==> config.mk <==
export PLATFORM = sky130hd
export DESIGN_NAME = pmw_top
export DESIGN_NICKNAME = d
export VERILOG_FILES = /design/src/core/pmw_pkg.sv /design/src/core/pmw_top.sv
export SDC_FILE = /design/constraint.sdc
export NUM_CORES = 1
export LEC_CHECK = 0
export ABC_AREA = 0
export ABC_CLOCK_PERIOD_IN_PS = 7700
export BUFFER_PORTS_ARGS = -buffer_cell sky130_fd_sc_hd__buf_2
export CORE_MARGIN = 3
export CORE_UTILIZATION = 45
export CTS_BUF_LIST = sky130_fd_sc_hd__clkbuf_8
export CTS_CLUSTER_SIZE = 30
export DETAILED_ROUTE_END_ITERATION = 8
export SLEW_MARGIN = 20
export SYNTH_ARGS = -nofsm -noshare
export SYNTH_HDL_FRONTEND = slang
export SYNTH_SLANG_ARGS = --single-unit
==> constraint.sdc <==
create_clock -name CLK_I -period 7.7 [get_ports CLK_I]
set_clock_uncertainty 0.15 [all_clocks]
set_input_delay 1.155 -clock CLK_I [delete_from_list [all_inputs] [get_ports CLK_I]]
set_output_delay 1.155 -clock CLK_I [all_outputs]
set_load 0.01 [all_outputs]
==> src/core/pmw_pkg.sv <==
// Purpose: constants and types for the power management and wake block
// Assumes: 250 MHz core clock, 32-bit Avalon-MM register bus
// Notes: byte offsets of the register map
package pmw_pkg;
   // ----------------------------------------------------------------
   // timing
   // ----------------------------------------------------------------
   localparam int CLK_MHZ = 250;
   localparam int ED_PERSIST_NS = 100;
   localparam int ED_PERSIST_CYC = (ED_PERSIST_NS * CLK_MHZ) / 1000;
   localparam int REFRESH_PERIOD_MS = 20;
   localparam int REFRESH_PERIOD_CYC = REFRESH_PERIOD_MS * CLK_MHZ * 1000;
   localparam int REFRESH_LEN_US = 200;
   localparam int REFRESH_LEN_CYC = REFRESH_LEN_US * CLK_MHZ;
   localparam int TX_WAKE_US = 30;
   localparam int TX_WAKE_CYC = TX_WAKE_US * CLK_MHZ;
   localparam int LINK_PULSE_MS = 16;
   localparam int LINK_PULSE_CYC = LINK_PULSE_MS * CLK_MHZ * 1000;
   localparam int RX_STOP_CYC = 9;
   localparam int SYNC_BYTES = 6;
   localparam int ADDR_COPIES = 16;
   // ----------------------------------------------------------------
   // register map
   // ----------------------------------------------------------------
   localparam logic [7:0] OFS_PWR_CTRL = 8'h00;
   localparam logic [7:0] OFS_EEE_CTRL = 8'h04;
   localparam logic [7:0] OFS_ED_TIMEOUT = 8'h08;
   localparam logic [7:0] OFS_WAKE_DUR = 8'h0C;
   localparam logic [7:0] OFS_WAKE_CTRL = 8'h10;
   localparam logic [7:0] OFS_WAKE_STS = 8'h14;
   localparam logic [7:0] OFS_STATUS = 8'h18;
   localparam logic [7:0] OFS_NODE_LO = 8'h1C;
   localparam logic [7:0] OFS_NODE_HI = 8'h20;
   localparam logic [7:0] OFS_STRAP = 8'h24;
   // ----------------------------------------------------------------
   // fields and reset values
   // ----------------------------------------------------------------
   localparam int MODE_LSB = 3;
   localparam int WK_ROUTE_BIT = 3;
   localparam logic [1:0] MODE_NORMAL = 2'h0;
   localparam logic [1:0] MODE_ED = 2'h1;
   localparam logic [1:0] MODE_SOFT_DEF = 2'h2;
   localparam logic [31:0] RST_ED_TIMEOUT = 32'h0000_1000;
   localparam logic [31:0] RST_WAKE_DUR = 32'h0000_0100;
   localparam logic [7:0] BYTE_ALL_ONES = 8'hFF;
   // ----------------------------------------------------------------
   // global power state
   // ----------------------------------------------------------------
   typedef enum logic [1:0] {
      PMW_NORMAL = 2'b00,
      PMW_ED_HIGH = 2'b01,
      PMW_ED_LOW = 2'b10,
      PMW_SOFT_PD = 2'b11
   } pmw_state_t;
endpackage : pmw_pkg

==> src/core/pmw_top.sv <==
// Purpose: global/per-port power modes, EEE low-power idle, wake events
// Assumes: cable energy and link pins are asynchronous; MAC/PHY code
//    indications and receive bytes are on CLK_I
// Notes: registers reached over Avalon-MM with waitrequest
//
// Added by the designer: the Avalon-MM slave port and the placing of the registers.
`timescale 1ns/100ps
module pmw_top #(
   parameter int PORTS = 3,
   parameter int EEE_PORTS = 2,
   parameter int TMR_W = 24,
   parameter logic [1:0] MODE_SOFT = pmw_pkg::MODE_SOFT_DEF,
   parameter int REFRESH_PERIOD = pmw_pkg::REFRESH_PERIOD_CYC,
   parameter int REFRESH_LEN = pmw_pkg::REFRESH_LEN_CYC,
   parameter int LINK_PULSE_PERIOD = pmw_pkg::LINK_PULSE_CYC
) (
   // clock and reset
   input wire logic CLK_I,
   input wire logic RST_N_I,
   // avalon-mm slave
   input wire logic [7:0] AVS_ADDRESS_I,
   input wire logic AVS_READ_I,
   input wire logic AVS_WRITE_I,
   input wire logic [31:0] AVS_WRITEDATA_I,
   input wire logic [3:0] AVS_BYTEENABLE_I,
   output logic [31:0] AVS_READDATA_O,
   output logic AVS_WAITREQUEST_O,
   // cable side, asynchronous
   input wire logic [PORTS-1:0] ENERGY_I,
   input wire logic [PORTS-1:0] LINK_UP_I,
   input wire logic [7:0] STRAP_I,
   // receive byte streams per port
   input wire logic [PORTS*8-1:0] RX_DATA_I,
   input wire logic [PORTS-1:0] RX_VALID_I,
   input wire logic [PORTS-1:0] RX_SOF_I,
   // eee mac/phy side
   input wire logic [EEE_PORTS-1:0] AN_EEE_OK_I,
   input wire logic [EEE_PORTS-1:0] MAC_LPI_REQ_I,
   input wire logic [EEE_PORTS-1:0] RX_PCODE_I,
   input wire logic [EEE_PORTS-1:0] RX_OTHER_I,
   output logic [EEE_PORTS-1:0] TX_LPI_O,
   output logic [EEE_PORTS-1:0] TX_REFRESH_O,
   output logic [EEE_PORTS-1:0] RX_LPI_IND_O,
   output logic [EEE_PORTS-1:0] RX_CLK_STOP_O,
   // power controls
   output logic PLL_EN_O,
   output logic MAC_EN_O,
   output logic HOST_IF_EN_O,
   output logic [PORTS-1:0] PHY_EN_O,
   output logic RX_ED_ONLY_O,
   output logic LINK_PULSE_O,
   output logic STRAP_SAMPLE_O,
   // host notification
   output logic HOST_IRQ_OUT_N_O,
   output logic POWER_EVENT_OUT_N_O
);
   // ----------------------------------------------------------------
   // declarations
   // ----------------------------------------------------------------
   pmw_pkg::pmw_state_t state_reg;
   pmw_pkg::pmw_state_t state_next;
   logic [1:0] mode_reg;
   logic [PORTS-1:0] port_pd_reg;
   logic [EEE_PORTS-1:0] eee_en_reg;
   logic [TMR_W-1:0] ed_timeout_reg;
   logic [TMR_W-1:0] wake_dur_reg;
   logic [3:0] wake_ctrl_reg;
   logic [2:0] wake_sts_reg;
   logic [47:0] node_addr_reg;
   logic [7:0] strap_reg;
   logic ack_reg;
   logic [31:0] rdata_reg;
   logic req;
   logic wr_en;
   logic [31:0] wmask;
   logic soft_exit;
   logic [PORTS-1:0] en_s1, en_s2, en_s3, en_f;
   logic [PORTS-1:0] lk_s1, lk_s2, lk_s3, lk_f, lk_d;
   logic any_energy;
   logic [TMR_W-1:0] ne_cnt_reg;
   logic [7:0] ep_cnt_reg;
   logic [31:0] lp_cnt_reg;
   logic [TMR_W-1:0] wk_cnt_reg;
   logic [PORTS-1:0] magic_hit;
   logic [2:0] wake_evt;
   logic [EEE_PORTS-1:0] eee_act;
   logic [EEE_PORTS-1:0] rx_lpi;

   assign req = AVS_READ_I | AVS_WRITE_I;
   assign AVS_WAITREQUEST_O = req & ~ack_reg;
   assign AVS_READDATA_O = rdata_reg;
   assign wr_en = AVS_WRITE_I & ack_reg;
   assign wmask = {{8{AVS_BYTEENABLE_I[3]}}, {8{AVS_BYTEENABLE_I[2]}},
      {8{AVS_BYTEENABLE_I[1]}}, {8{AVS_BYTEENABLE_I[0]}}};
   assign soft_exit = wr_en && (AVS_ADDRESS_I == pmw_pkg::OFS_PWR_CTRL)
      && (mode_reg == MODE_SOFT) && AVS_BYTEENABLE_I[0]
      && (AVS_WRITEDATA_I[pmw_pkg::MODE_LSB +: 2] != MODE_SOFT);

   function automatic logic [31:0] merge(input logic [31:0] old_v,
      input logic [31:0] new_v, input logic [31:0] m);
      merge = (old_v & ~m) | (new_v & m);
   endfunction : merge

   // ----------------------------------------------------------------
   // bus slave: one wait cycle, answer on second edge
   // ----------------------------------------------------------------
   always_ff @(posedge CLK_I or negedge RST_N_I) begin
      if (!RST_N_I) begin
         ack_reg <= 1'b0;
      end else begin
         ack_reg <= req & ~ack_reg;
      end
   end

   always_ff @(posedge CLK_I or negedge RST_N_I) begin
      if (!RST_N_I) begin
         rdata_reg <= 32'h0000_0000;
      end else if (AVS_READ_I && !ack_reg) begin
         unique case (AVS_ADDRESS_I)
            pmw_pkg::OFS_PWR_CTRL: rdata_reg <= 32'(
               {mode_reg, port_pd_reg} << (pmw_pkg::MODE_LSB - PORTS));
            pmw_pkg::OFS_EEE_CTRL: rdata_reg <= 32'(eee_en_reg);
            pmw_pkg::OFS_ED_TIMEOUT: rdata_reg <= 32'(ed_timeout_reg);
            pmw_pkg::OFS_WAKE_DUR: rdata_reg <= 32'(wake_dur_reg);
            pmw_pkg::OFS_WAKE_CTRL: rdata_reg <= 32'(wake_ctrl_reg);
            pmw_pkg::OFS_WAKE_STS: rdata_reg <= 32'(wake_sts_reg);
            pmw_pkg::OFS_STATUS: rdata_reg <= 32'({rx_lpi, TX_LPI_O,
               eee_act, lk_f, en_f, state_reg});
            pmw_pkg::OFS_NODE_LO: rdata_reg <= node_addr_reg[31:0];
            pmw_pkg::OFS_NODE_HI: rdata_reg <= 32'(node_addr_reg[47:32]);
            pmw_pkg::OFS_STRAP: rdata_reg <= 32'(strap_reg);
            default: rdata_reg <= 32'h0000_0000;
         endcase
      end
   end

   // ----------------------------------------------------------------
   // control registers
   // ----------------------------------------------------------------
   always_ff @(posedge CLK_I or negedge RST_N_I) begin
      if (!RST_N_I) begin
         mode_reg <= pmw_pkg::MODE_NORMAL;
         port_pd_reg <= '0;
         eee_en_reg <= '0;
         ed_timeout_reg <= TMR_W'(pmw_pkg::RST_ED_TIMEOUT);
         wake_dur_reg <= TMR_W'(pmw_pkg::RST_WAKE_DUR);
         wake_ctrl_reg <= 4'h0;
         node_addr_reg <= '0;
      end else if (soft_exit) begin
         mode_reg <= pmw_pkg::MODE_NORMAL;
         port_pd_reg <= '0;
         eee_en_reg <= '0;
         ed_timeout_reg <= TMR_W'(pmw_pkg::RST_ED_TIMEOUT);
         wake_dur_reg <= TMR_W'(pmw_pkg::RST_WAKE_DUR);
         wake_ctrl_reg <= 4'h0;
         node_addr_reg <= '0;
      end else if (wr_en) begin
         unique case (AVS_ADDRESS_I)
            pmw_pkg::OFS_PWR_CTRL: begin
               if (AVS_BYTEENABLE_I[0]) begin
                  mode_reg <= AVS_WRITEDATA_I[pmw_pkg::MODE_LSB +: 2];
                  port_pd_reg <= AVS_WRITEDATA_I[PORTS-1:0];
               end
            end
            pmw_pkg::OFS_EEE_CTRL: begin
               if (AVS_BYTEENABLE_I[0]) begin
                  eee_en_reg <= AVS_WRITEDATA_I[EEE_PORTS-1:0];
               end
            end
            pmw_pkg::OFS_ED_TIMEOUT: ed_timeout_reg <= TMR_W'(merge(
               32'(ed_timeout_reg), AVS_WRITEDATA_I, wmask));
            pmw_pkg::OFS_WAKE_DUR: wake_dur_reg <= TMR_W'(merge(
               32'(wake_dur_reg), AVS_WRITEDATA_I, wmask));
            pmw_pkg::OFS_WAKE_CTRL: begin
               if (AVS_BYTEENABLE_I[0]) begin
                  wake_ctrl_reg <= AVS_WRITEDATA_I[3:0];
               end
            end
            pmw_pkg::OFS_NODE_LO: node_addr_reg[31:0] <= merge(
               node_addr_reg[31:0], AVS_WRITEDATA_I, wmask);
            pmw_pkg::OFS_NODE_HI: node_addr_reg[47:32] <= 16'(merge(
               32'(node_addr_reg[47:32]), AVS_WRITEDATA_I, wmask));
            default: ;
         endcase
      end
   end

   // strap capture after release and on soft exit
   always_ff @(posedge CLK_I or negedge RST_N_I) begin
      if (!RST_N_I) begin
         STRAP_SAMPLE_O <= 1'b1;
         strap_reg <= 8'h00;
      end else begin
         STRAP_SAMPLE_O <= soft_exit;
         if (STRAP_SAMPLE_O) begin
            strap_reg <= STRAP_I;
         end
      end
   end

   // ----------------------------------------------------------------
   // pin synchronisers, change counts when stages 2 and 3 agree
   // ----------------------------------------------------------------
   always_ff @(posedge CLK_I or negedge RST_N_I) begin
      if (!RST_N_I) begin
         {en_s1, en_s2, en_s3, en_f} <= '0;
         {lk_s1, lk_s2, lk_s3, lk_f, lk_d} <= '0;
      end else begin
         en_s1 <= ENERGY_I;
         en_s2 <= en_s1;
         en_s3 <= en_s2;
         en_f <= (en_s2 & en_s3) | (en_f & (en_s2 | en_s3));
         lk_s1 <= LINK_UP_I;
         lk_s2 <= lk_s1;
         lk_s3 <= lk_s2;
         lk_f <= (lk_s2 & lk_s3) | (lk_f & (lk_s2 | lk_s3));
         lk_d <= lk_f;
      end
   end

   assign any_energy = |(en_f & ~port_pd_reg);

   // ----------------------------------------------------------------
   // global power state machine
   // ----------------------------------------------------------------
   always_comb begin
      state_next = state_reg;
      unique case (state_reg)
         pmw_pkg::PMW_ED_HIGH: begin
            if (ne_cnt_reg > ed_timeout_reg) begin
               state_next = pmw_pkg::PMW_ED_LOW;
            end
         end
         pmw_pkg::PMW_ED_LOW: begin
            if (ep_cnt_reg > 8'(pmw_pkg::ED_PERSIST_CYC)) begin
               state_next = pmw_pkg::PMW_ED_HIGH;
            end
         end
         default: begin
            if (mode_reg == pmw_pkg::MODE_ED) begin
               state_next = pmw_pkg::PMW_ED_HIGH;
            end
         end
      endcase
      if (mode_reg == pmw_pkg::MODE_NORMAL) begin
         state_next = pmw_pkg::PMW_NORMAL;
      end else if (mode_reg == MODE_SOFT) begin
         state_next = pmw_pkg::PMW_SOFT_PD;
      end else if (mode_reg != pmw_pkg::MODE_ED) begin
         state_next = pmw_pkg::PMW_NORMAL;
      end
   end

   always_ff @(posedge CLK_I or negedge RST_N_I) begin
      if (!RST_N_I) begin
         state_reg <= pmw_pkg::PMW_NORMAL;
      end else begin
         state_reg <= state_next;
      end
   end

   always_ff @(posedge CLK_I or negedge RST_N_I) begin
      if (!RST_N_I) begin
         ne_cnt_reg <= '0;
         ep_cnt_reg <= 8'h00;
      end else begin
         if (state_reg == pmw_pkg::PMW_ED_HIGH && !any_energy) begin
            if (ne_cnt_reg != '1) begin
               ne_cnt_reg <= ne_cnt_reg + 1'b1;
            end
         end else begin
            ne_cnt_reg <= '0;
         end
         if (state_reg == pmw_pkg::PMW_ED_LOW && any_energy) begin
            if (ep_cnt_reg != 8'hFF) begin
               ep_cnt_reg <= ep_cnt_reg + 8'h01;
            end
         end else begin
            ep_cnt_reg <= 8'h00;
         end
      end
   end

   always_ff @(posedge CLK_I or negedge RST_N_I) begin
      if (!RST_N_I) begin
         lp_cnt_reg <= 32'h0000_0000;
         LINK_PULSE_O <= 1'b0;
      end else if (state_reg == pmw_pkg::PMW_ED_LOW) begin
         LINK_PULSE_O <= (lp_cnt_reg == 32'h0000_0000);
         lp_cnt_reg <= (lp_cnt_reg == 32'(LINK_PULSE_PERIOD - 1)) ?
            32'h0000_0000 : lp_cnt_reg + 32'h0000_0001;
      end else begin
         lp_cnt_reg <= 32'h0000_0000;
         LINK_PULSE_O <= 1'b0;
      end
   end

   // only management stays in soft power-down
   always_ff @(posedge CLK_I or negedge RST_N_I) begin
      if (!RST_N_I) begin
         PLL_EN_O <= 1'b1;
         MAC_EN_O <= 1'b1;
         HOST_IF_EN_O <= 1'b1;
         PHY_EN_O <= '1;
         RX_ED_ONLY_O <= 1'b0;
      end else begin
         PLL_EN_O <= (state_reg == pmw_pkg::PMW_NORMAL);
         MAC_EN_O <= (state_reg == pmw_pkg::PMW_NORMAL);
         HOST_IF_EN_O <= (state_reg == pmw_pkg::PMW_NORMAL);
         PHY_EN_O <= {PORTS{state_reg == pmw_pkg::PMW_NORMAL}}
            & ~port_pd_reg;
         RX_ED_ONLY_O <= (state_reg == pmw_pkg::PMW_ED_HIGH) ||
            (state_reg == pmw_pkg::PMW_ED_LOW);
      end
   end

   // ----------------------------------------------------------------
   // eee low-power idle, phy ports only
   // ----------------------------------------------------------------
   // generated for the first two ports only
   for (genvar p = 0; p < EEE_PORTS; p++) begin : g_eee
      logic [31:0] rf_cnt_reg;
      logic [3:0] rx_cnt_reg;
      assign eee_act[p] = eee_en_reg[p] & AN_EEE_OK_I[p];
      always_ff @(posedge CLK_I or negedge RST_N_I) begin
         if (!RST_N_I) begin
            TX_LPI_O[p] <= 1'b0;
            TX_REFRESH_O[p] <= 1'b0;
            rf_cnt_reg <= 32'h0000_0000;
         end else begin
            // exit next cycle, well under 30us
            TX_LPI_O[p] <= eee_act[p] & MAC_LPI_REQ_I[p];
            if (TX_LPI_O[p] && MAC_LPI_REQ_I[p]) begin
               TX_REFRESH_O[p] <= (rf_cnt_reg < 32'(REFRESH_LEN));
               rf_cnt_reg <= (rf_cnt_reg == 32'(REFRESH_PERIOD - 1)) ?
                  32'h0000_0000 : rf_cnt_reg + 32'h0000_0001;
            end else begin
               TX_REFRESH_O[p] <= 1'b0;
               rf_cnt_reg <= 32'h0000_0000;
            end
         end
      end
      always_ff @(posedge CLK_I or negedge RST_N_I) begin
         if (!RST_N_I) begin
            rx_lpi[p] <= 1'b0;
            rx_cnt_reg <= 4'h0;
            RX_CLK_STOP_O[p] <= 1'b0;
         end else begin
            if (!eee_act[p] || RX_OTHER_I[p]) begin
               rx_lpi[p] <= 1'b0;
            end else if (RX_PCODE_I[p]) begin
               rx_lpi[p] <= 1'b1;
            end
            if (rx_lpi[p] && !RX_OTHER_I[p] && eee_act[p]) begin
               if (rx_cnt_reg != 4'hF) begin
                  rx_cnt_reg <= rx_cnt_reg + 4'h1;
               end
            end else begin
               rx_cnt_reg <= 4'h0;
            end
            RX_CLK_STOP_O[p] <= rx_lpi[p] && !RX_OTHER_I[p] &&
               (rx_cnt_reg >= 4'(pmw_pkg::RX_STOP_CYC));
         end
      end
   end
   assign RX_LPI_IND_O = rx_lpi;

   // ----------------------------------------------------------------
   // wake frame detectors, one per port
   // ----------------------------------------------------------------
   for (genvar p = 0; p < PORTS; p++) begin : g_wake
      logic [2:0] ff_cnt_reg;
      logic [6:0] mt_cnt_reg;
      logic [7:0] rx_b;
      logic [7:0] exp_b;
      assign rx_b = RX_DATA_I[p*8 +: 8];
      // address sent most significant byte first
      assign exp_b = node_addr_reg[8*(5 - (mt_cnt_reg % 7'd6)) +: 8];
      always_ff @(posedge CLK_I or negedge RST_N_I) begin
         if (!RST_N_I) begin
            ff_cnt_reg <= 3'h0;
            mt_cnt_reg <= 7'h00;
            magic_hit[p] <= 1'b0;
         end else begin
            magic_hit[p] <= 1'b0;
            if (RX_SOF_I[p]) begin
               ff_cnt_reg <= 3'h0;
               mt_cnt_reg <= 7'h00;
            end else if (RX_VALID_I[p]) begin
               if (ff_cnt_reg == 3'(pmw_pkg::SYNC_BYTES) &&
                  rx_b == exp_b) begin
                  if (mt_cnt_reg ==
                     7'(pmw_pkg::ADDR_COPIES * 6 - 1)) begin
                     magic_hit[p] <= 1'b1;
                     ff_cnt_reg <= 3'h0;
                     mt_cnt_reg <= 7'h00;
                  end else begin
                     mt_cnt_reg <= mt_cnt_reg + 7'h01;
                  end
               end else if (rx_b == pmw_pkg::BYTE_ALL_ONES) begin
                  mt_cnt_reg <= 7'h00;
                  if (ff_cnt_reg != 3'(pmw_pkg::SYNC_BYTES)) begin
                     ff_cnt_reg <= ff_cnt_reg + 3'h1;
                  end
               end else begin
                  ff_cnt_reg <= 3'h0;
                  mt_cnt_reg <= 7'h00;
               end
            end
         end
      end
   end

   // ----------------------------------------------------------------
   // wake events and host notification
   // ----------------------------------------------------------------
   always_ff @(posedge CLK_I or negedge RST_N_I) begin
      if (!RST_N_I) begin
         wk_cnt_reg <= '0;
      end else if (any_energy) begin
         if (wk_cnt_reg != '1) begin
            wk_cnt_reg <= wk_cnt_reg + 1'b1;
         end
      end else begin
         wk_cnt_reg <= '0;
      end
   end

   assign wake_evt = {|magic_hit, |(lk_f & ~lk_d),
      any_energy && (wk_cnt_reg == wake_dur_reg)} & wake_ctrl_reg[2:0];

   // sticky status, write one to clear, set wins
   always_ff @(posedge CLK_I or negedge RST_N_I) begin
      if (!RST_N_I) begin
         wake_sts_reg <= 3'h0;
      end else begin
         if (soft_exit) begin
            wake_sts_reg <= wake_evt;
         end else if (wr_en && AVS_BYTEENABLE_I[0] &&
            AVS_ADDRESS_I == pmw_pkg::OFS_WAKE_STS) begin
            wake_sts_reg <= (wake_sts_reg & ~AVS_WRITEDATA_I[2:0])
               | wake_evt;
         end else begin
            wake_sts_reg <= wake_sts_reg | wake_evt;
         end
      end
   end

   // route to interrupt or power event
   always_ff @(posedge CLK_I or negedge RST_N_I) begin
      if (!RST_N_I) begin
         HOST_IRQ_OUT_N_O <= 1'b1;
         POWER_EVENT_OUT_N_O <= 1'b1;
      end else begin
         HOST_IRQ_OUT_N_O <= ~((|wake_sts_reg) &
            ~wake_ctrl_reg[pmw_pkg::WK_ROUTE_BIT]);
         POWER_EVENT_OUT_N_O <= ~((|wake_sts_reg) &
            wake_ctrl_reg[pmw_pkg::WK_ROUTE_BIT]);
      end
   end
endmodule : pmw_top

==> results of run 1 <==
## cells in the mapped netlist (9+ instances only)
library cell / number
a211oi_1: 12
a21o_1: 12
a21oi_1: 72
a221oi_1: 12
a222oi_1: 16
a22o_1: 48
a22oi_1: 30
a311oi_1: 10
a31oi_1: 15
and2_1: 17
and3_1: 52
and4_1: 17
buf_1: 15
buf_2: 16
clkbuf_1: 92
dfrtp_1: 381
dfstp_2: 9
ha_1: 68
inv_1: 101
mux2_2: 30
mux2i_1: 53
mux4_2: 12
nand2_1: 315
nand2b_1: 23
nand3_1: 131
nand3b_1: 12
nand4_1: 55
nand4b_1: 9
nor2_1: 263
nor2b_1: 25
nor3_1: 61
nor3b_1: 12
nor4_1: 33
o211ai_1: 13
o21a_1: 17
o21ai_0: 128
o21ai_1: 15
o31ai_1: 25
or2_2: 9
or3_1: 30
xnor2_1: 58
xor2_1: 95
## power by group through the flow
stage	Sequential, mW	Clock [mW]	Combinational, mW
floorplan	2.15	0	0.112
global placement	2.16	0	0.241
detailed placement	2.16	0	0.246
CTS	2.13	2.21	0.247
global route	2.13	2.30	0.270
finish	2.13	2.15	0.243
## metrics by stage
| stage | power (mW) | hold WS [ps] | worst slack, ps | area, µm² |
|---|---|---|---|---|
| final | 4.52 | 201 | 1250 | 26100 |
| after global routing | 4.70 | 209 | 730 | 26100 |
| after CTS | 4.59 | 204 | 1310 | 26100 |
| after detailed placement | 2.41 | 186 | 1350 | 24500 |
| after global placement | 2.40 | 185 | 1580 | 24500 |
| after floorplan | 2.26 | 181 | 2050 | 23300 |
## worst reg2reg max path, cell delays in order, from the launching register on
cell and delay [ps]:
dfrtp_1 620, ha_1 350, nor3b_1 200, o21ai_0 130
a31oi_1 670, a2111oi_0 300, a31oi_1 290, mux2_2 370
ha_1 710, mux4_2 620, nand2b_1 160, a22oi_1 160
a2111oi_0 90, a41oi_1 220, a2bb2oi_1 280, a211o_1 160
nor4b_1 510, a21boi_0 220, o32ai_1 160
## routing by layer
metal | vias up | routed length (µm) | track usage, %
met5 | - | 13 | 0
met4 | 2 | 2050 | 8.15
met3 | 132 | 4640 | 5.34
met2 | 717 | 31000 | 39.1
met1 | 9938 | 30800 | 34.5
li1 | 9535 | - | -
## path summary, 6_finish.rpt
check | from | endpoint | slack [ps]
setup / recovery | g_wake[0].mt_cnt_reg[5]$_DFFE_PN0P_ | g_wake[0].ff_cnt_reg[1]$_DFFE_PN0P_ | 1250
hold / removal | lk_s1[0]$_DFF_PN0_ | lk_s2[0]$_DFF_PN0_ | 200
setup reg to reg | g_wake[0].mt_cnt_reg[5]$_DFFE_PN0P_ | g_wake[0].ff_cnt_reg[1]$_DFFE_PN0P_ | 1250
hold reg to reg | lk_s1[0]$_DFF_PN0_ | lk_s2[0]$_DFF_PN0_ | 200
max in group asynchronous | RST_N_I | g_wake[2].mt_cnt_reg[4]$_DFFE_PN0P_ | 5670
min in group asynchronous | RST_N_I | wake_dur_reg[14]$_DFFE_PN0P_ | 340
## final cells by class
class / instances / area (µm²) / share of cell area [%]
tap: 672 / 841 / 3.22
inverter: 104 / 395 / 1.51
antenna: 1 / 2.50 / 0.00957
multi-input combinational: 1948 / 12600 / 48.3
clock inverter: 37 / 253 / 0.967
timing repair buffer: 170 / 921 / 3.52
clock buffer: 97 / 1340 / 5.11
sequential: 390 / 9770 / 37.4
## cell families (layout without fill, tap and decap cells)
logic type	after synthesis	in the layout	share of synthesized area [%]
AND/OR/NAND/NOR	1110	1110	23.7
AO/OA/AOI/OAI	515	515	15.5
flip-flops	390	390	42.0
buffers and inverters	235	408	4.09
XOR/XNOR	154	154	5.85
multiplexers	95	95	4.89
adder cells (fa/ha/maj)	74	74	3.91
other	0	1	0
==> summary.md, run 1 <==
| Metric | Value |
|---|---|
| Async SR Flop Fraction | 100% |
| # DRC | 0 |
| Post-Syn Instances | 2573 |
| Port Buffers | 151 |
| Crit path buffers/inverters | 0 |
| Post-synthesis cell type count | 101 |
| Die W | 233 µm |
| Peak supply drop | 0.156 mV |
| Fillers | 4716 |
| Top FF cell, synth | dfrtp_1 |
| Seq/Total Area, Yosys | 42.0% |
| Final Hold Vio Count | 0 |
| Yosys top cell by area | dfrtp_1 |
| Cts bufs inserted | 73 |
| Synth top area share | 41.0% |
| Comb power frac | 5.4% |
| Largest net degree at the start of global routing | 120 |
| Worst setup EP type | flop |
| Clock slew at reported path FFs | 60 ps |
| Detailed Route WL | 68500 µm |
| Count of flip-flops with a built-in enable after synthesis | 0 |
| Critical path type | flop to flop |
| Root buf cell | clkbuf_8 |
| Syn_nets | 2741 |
| Setup TNS Final | 0 ps |
| Yosys reg bits | 390 |
| Worst-path maximum fanout | 17 |
| Cell-by-cell trace of the critical path | ha_1 > nor3b_1 > o21ai_0 > a31oi_1 > a2111oi_0 > a31oi_1 > mux2_2 > ha_1 > mux4_2 > nand2b_1 > a22oi_1 > a2111oi_0 > a41oi_1 > a2bb2oi_1 > a211o_1 > nor4b_1 > a21boi_0 > o32ai_1 |
| Via density | 5.94 |
| Die height | 233 µm |
| WP depth | 18 |
| Hold_buf cts | 0 |
| Starting density of the core | 46.0% |
| Grt ovf | 0 |
| Final setup violation count | 0 |
| PD cells | 173 mW/mm² |
| Top cells by area, synth | dfrtp_1 (41%), nand2_1 (5.1%), nor2_1 (4.2%), ha_1 (3.7%), xor2_1 (3.6%) |
| Number of cell rows | 82 |
| Htree depth | 3 |
| DP Wirelength | 50400 µm |
| Non-filler cells, final | 3419 |
| Yosys warns | 0 |
| Worst slew pin tran | 1060 ps |
| DR vias | 20300 |
| CP max stage cell | ha_1 |
| Routed len/inst | 20.0 µm |
| PostCTS Resize Cnt | 0 |
| Synth-to-layout area growth | 12.3% |
| Utilization after layout | 51.7% |
| Layout cell share with drive strength beyond 1 | 13.9% |
| GP Congestion | 0.913 |
| Outcome | finished clean |
| Slew Viols, Final | 0 |
| Post-CTS setup buffers | 0 |
| WHS Path Cells | 0 |
| Cells after DPL | 3284 |
| Longest Clk Path Bufs | 3 |
| Avg Inst Size Synth | 9.05 µm² |
| Int Power | 3.38 mW |
| Crit-path max cell delay | 710 ps |
| Switching power | 1.14 mW |
| Min Tclk post-route | 6450 ps |
| Worst-Skew Late Latency | 680 ps |
| Clk pwr share | 47.5% |
| First-pass iteration count of the detailed router | 6 |
| Leak Pwr | 11.5 nW |
| CTS tree | yes |
| Initial drt markers | 1895 |
| Commonest cells after routing, fill and taps aside | dfrtp_1 (381), nand2_1 (315), nor2_1 (260) |
| Fmax | 0.155 GHz |
| Number of global-route vias before repair | 19500 |
| Initial antenna violation count | 2 |
| Core footprint | 0.0506 mm² |
| Synthesized area | 0.0233 mm² |
| DRT antenna net count | 0 |
| Unrepaired setup endpoints after global routing | no |
| Worst EP required | 8100 ps |
| Register share of total power | 47.1% |
| Die area | 0.0545 mm² |
| Crit start category | flop |
| Most common cell after layout, fill and taps aside | dfrtp_1 |
| Final period utilization | 83.8% |
| Crit path DAT | 6850 ps |
| First-pass GRT wire length | 108000 µm |
| Worst-case reg-to-reg path depth | 18 |
| Net Sw Frac | 25.3% |
| Max_slew headroom | 29.4% |
| Overall global routing resource usage | 24.9% |
| Critical path's top delay family | compound AO/OA/AOI/OAI gates |
| Io pins | 152 |
| Max cap viols | 0 |
| Hold crit path type | flop to flop |
| Layout Nets | 2855 |
| Sink Count | 390 |
| Max reg flops | 64 |
Note: power is estimated with default switching activity, not from simulation.
==> inputs of run 2 (changes only) <==
--- a/config.mk
+++ b/config.mk
@@ -6,7 +6,7 @@
 export NUM_CORES = 1
 export LEC_CHECK = 0
 export ABC_AREA = 0
-export ABC_CLOCK_PERIOD_IN_PS = 7700
+export ABC_CLOCK_PERIOD_IN_PS = 6400
 export BUFFER_PORTS_ARGS = -buffer_cell sky130_fd_sc_hd__buf_2
 export CORE_MARGIN = 3
 export CORE_UTILIZATION = 45
==> constraint.sdc (replaced) <==
create_clock -name CLK_I -period 6.4 [get_ports CLK_I]
set_clock_uncertainty 0.15 [all_clocks]
set_input_delay 0.96 -clock CLK_I [delete_from_list [all_inputs] [get_ports CLK_I]]
set_output_delay 0.96 -clock CLK_I [all_outputs]
set_load 0.01 [all_outputs]
==> summary.md, run 2 (synthesis gave the netlist of run 1 again) <==
| Metric | Value |
|---|---|
| Outcome | finished clean (unchanged) |
| Slew Viols, Final | 0 (unchanged) |
| WL met3 | 4550 µm (was 4640 µm) |
| Worst hold slack | 142 ps (was 201 ps) |
| Final Hold Vio Count | 0 (unchanged) |
| DR top layer | met5 (unchanged) |
| Initial drt markers | 1857 (was 1895) |
| PD cells | 206 mW/mm² (was 173 mW/mm²) |
| Routed len/inst | 19.8 µm (was 20.0 µm) |
| Number of global-route vias before repair | 19200 (was 19500) |
| Final period utilization | 91.8% (was 83.8%) |
| Hold crit path type | input port to async pin (was flop to flop) |
| Initial antenna violation count | 4 (was 2) |
| Clock slew at reported path FFs | 60 ps (about the same) |
| Crit path DAT | 6240 ps (was 6850 ps) |
| Fmax | 0.170 GHz (was 0.155 GHz) |
| Die area | 0.0545 mm² (unchanged) |
| CTS tree | yes (unchanged) |
| Met2 WL | 30000 µm (was 31000 µm) |
| Min Tclk post-route | 5870 ps (was 6450 ps) |
| Comb power frac | 5.4% (about the same) |
| Final setup violation count | 0 (unchanged) |
| Port Buffers | 151 (unchanged) |
| DP Wirelength | 50000 µm (was 50400 µm) |
| Largest net degree at the start of global routing | 158 (was 120) |
| Utilization after layout | 51.8% (was 51.7%) |
| Longest Clk Path Bufs | 3 (unchanged) |
| Worst-path maximum fanout | 18 (was 17) |
| Sink Count | 390 (unchanged) |
| Core footprint | 0.0506 mm² (unchanged) |
| GP Congestion | 0.893 (was 0.913) |
| Unrepaired setup endpoints after global routing | no (unchanged) |
| Root buf cell | clkbuf_8 (unchanged) |
| Commonest cells after routing, fill and taps aside | dfrtp_1 (381), nand2_1 (315), nor2_1 (260) (unchanged) |
| Detailed Route WL | 67800 µm (was 68500 µm) |
| Number of cell rows | 82 (unchanged) |
| Die W | 233 µm (unchanged) |
| Htree depth | 3 (unchanged) |
| Non-filler cells, final | 3424 (was 3419) |
| Worst EP required | 6770 ps (was 8100 ps) |
| Most common cell after layout, fill and taps aside | dfrtp_1 (unchanged) |
| Clk pwr share | 47.2% (was 47.5%) |
| Cells after DPL | 3293 (was 3284) |
| Crit start category | flop (unchanged) |
| Net Sw Frac | 24.9% (was 25.3%) |
| Max reg flops | 64 (unchanged) |
| # DRC | 0 (unchanged) |
| Power, Total | 5.40 mW (was 4.52 mW) |
| Layout cell share with drive strength beyond 1 | 14.1% (was 13.9%) |
| DRT antenna net count | 0 (unchanged) |
| Via density | 5.91 (was 5.94) |
| Synth-to-layout area growth | 12.5% (was 12.3%) |
| Int Power | 4.05 mW (was 3.38 mW) |
| Post-CTS setup buffers | 0 (unchanged) |
| Metal1 wirelength | 30600 µm (was 30800 µm) |
| Critical path type | flop to flop (unchanged) |
| Io pins | 152 (unchanged) |
| Switching power | 1.35 mW (was 1.14 mW) |
| Worst slew pin tran | 1080 ps (was 1060 ps) |
| First-pass iteration count of the detailed router | 6 (unchanged) |
| Max cap viols | 0 (unchanged) |
| Register share of total power | 47.4% (was 47.1%) |
| Worst-Skew Late Latency | 660 ps (was 680 ps) |
| Leak Pwr | 11.5 nW (about the same) |
| Die height | 233 µm (unchanged) |
| Overall global routing resource usage | 24.7% (was 24.9%) |
| Cts bufs inserted | 71 (was 73) |
| Starting density of the core | 46.0% (unchanged) |
| Layout Nets | 2862 (was 2855) |
| First-pass GRT wire length | 106000 µm (was 108000 µm) |
| Worst setup EP type | flop (unchanged) |
| Max_slew headroom | 25.8% (was 29.4%) |
| Peak supply drop | 0.253 mV (was 0.156 mV) |
| DR vias | 20200 (was 20300) |
| Grt ovf | 0 (unchanged) |
| Setup TNS Final | 0 ps (unchanged) |
## run 2: area by class of cell
type                       count  area, µm²
clock inverter                34        250
inverter                     104        395
multi-input combinational   1948      12600
tap                          672        841
clock buffer                  94       1290
fill                        4708      24400
sequential                   390       9770
timing repair buffer         179        988
antenna                        3       7.51
## run 2: repair_timing
item                                    CTS  global route
endpoints found under the setup margin    0            11
resized for setup                         0             5
hold buffers                              0             0
endpoints found under the hold margin     0             0
## run 2: worst paths after layout
kind / from / endpoint / slack, ps / depth (start not counted)
max in group asynchronous: RST_N_I / AVS_READDATA_O[16]$_DFFE_PN0P_ / 4600 / 2
hold reg to reg: en_s1[0]$_DFF_PN0_ / en_s2[0]$_DFF_PN0_ / 200 / 0
setup reg to reg: g_wake[2].mt_cnt_reg[6]$_DFFE_PN0P_ / g_wake[2].ff_cnt_reg[1]$_DFFE_PN0P_ / 530 / 17
min in group CLK_I: en_s1[0]$_DFF_PN0_ / en_s2[0]$_DFF_PN0_ / 200 / 0
hold / removal: RST_N_I / lp_cnt_reg[31]$_DFF_PN0_ / 140 / 1
setup / recovery: g_wake[2].mt_cnt_reg[6]$_DFFE_PN0P_ / g_wake[2].ff_cnt_reg[1]$_DFFE_PN0P_ / 530 / 17
## run 2: per-stage QoR
stage          setup WS, ps  instance area (µm²)
2_1_floorplan           746                23300
3_3_place_gp            619                24600
3_5_place_dp            374                24600
4_1_cts                 373                26100
5_1_grt                75.1                26200
6_report                527                26200
## run 2: worst max-delay path, cell delays in order, from the launching register on
cell and delay (ps):
dfrtp_1 660, ha_1 370, or3b_1 390, a21oi_2 260, nor3_4 100, a32oi_1 360, nand3_1 380, nand2_1 210
ha_2 370, inv_1 220, or4_1 600, a221oi_1 320, o211ai_1 130, a21oi_1 220, o21bai_1 150, nor4b_4 450
mux2i_1 290, nor3_1 80
## run 2: power groups by stage
stage               combinational [mW]  sequential, mW  clock [mW]
floorplan                        0.135            2.58           0
global route                     0.324            2.56        2.72
finish                           0.293            2.56        2.55
CTS                              0.296            2.56        2.61
detailed placement               0.294            2.60           0
global placement                 0.289            2.60           0
## run 2: metal layers
layer,track usage [%],up-vias
li1,-,9540
met1,35.0,9819
met2,37.4,707
met3,4.34,153
met4,10.4,4
met5,0,-
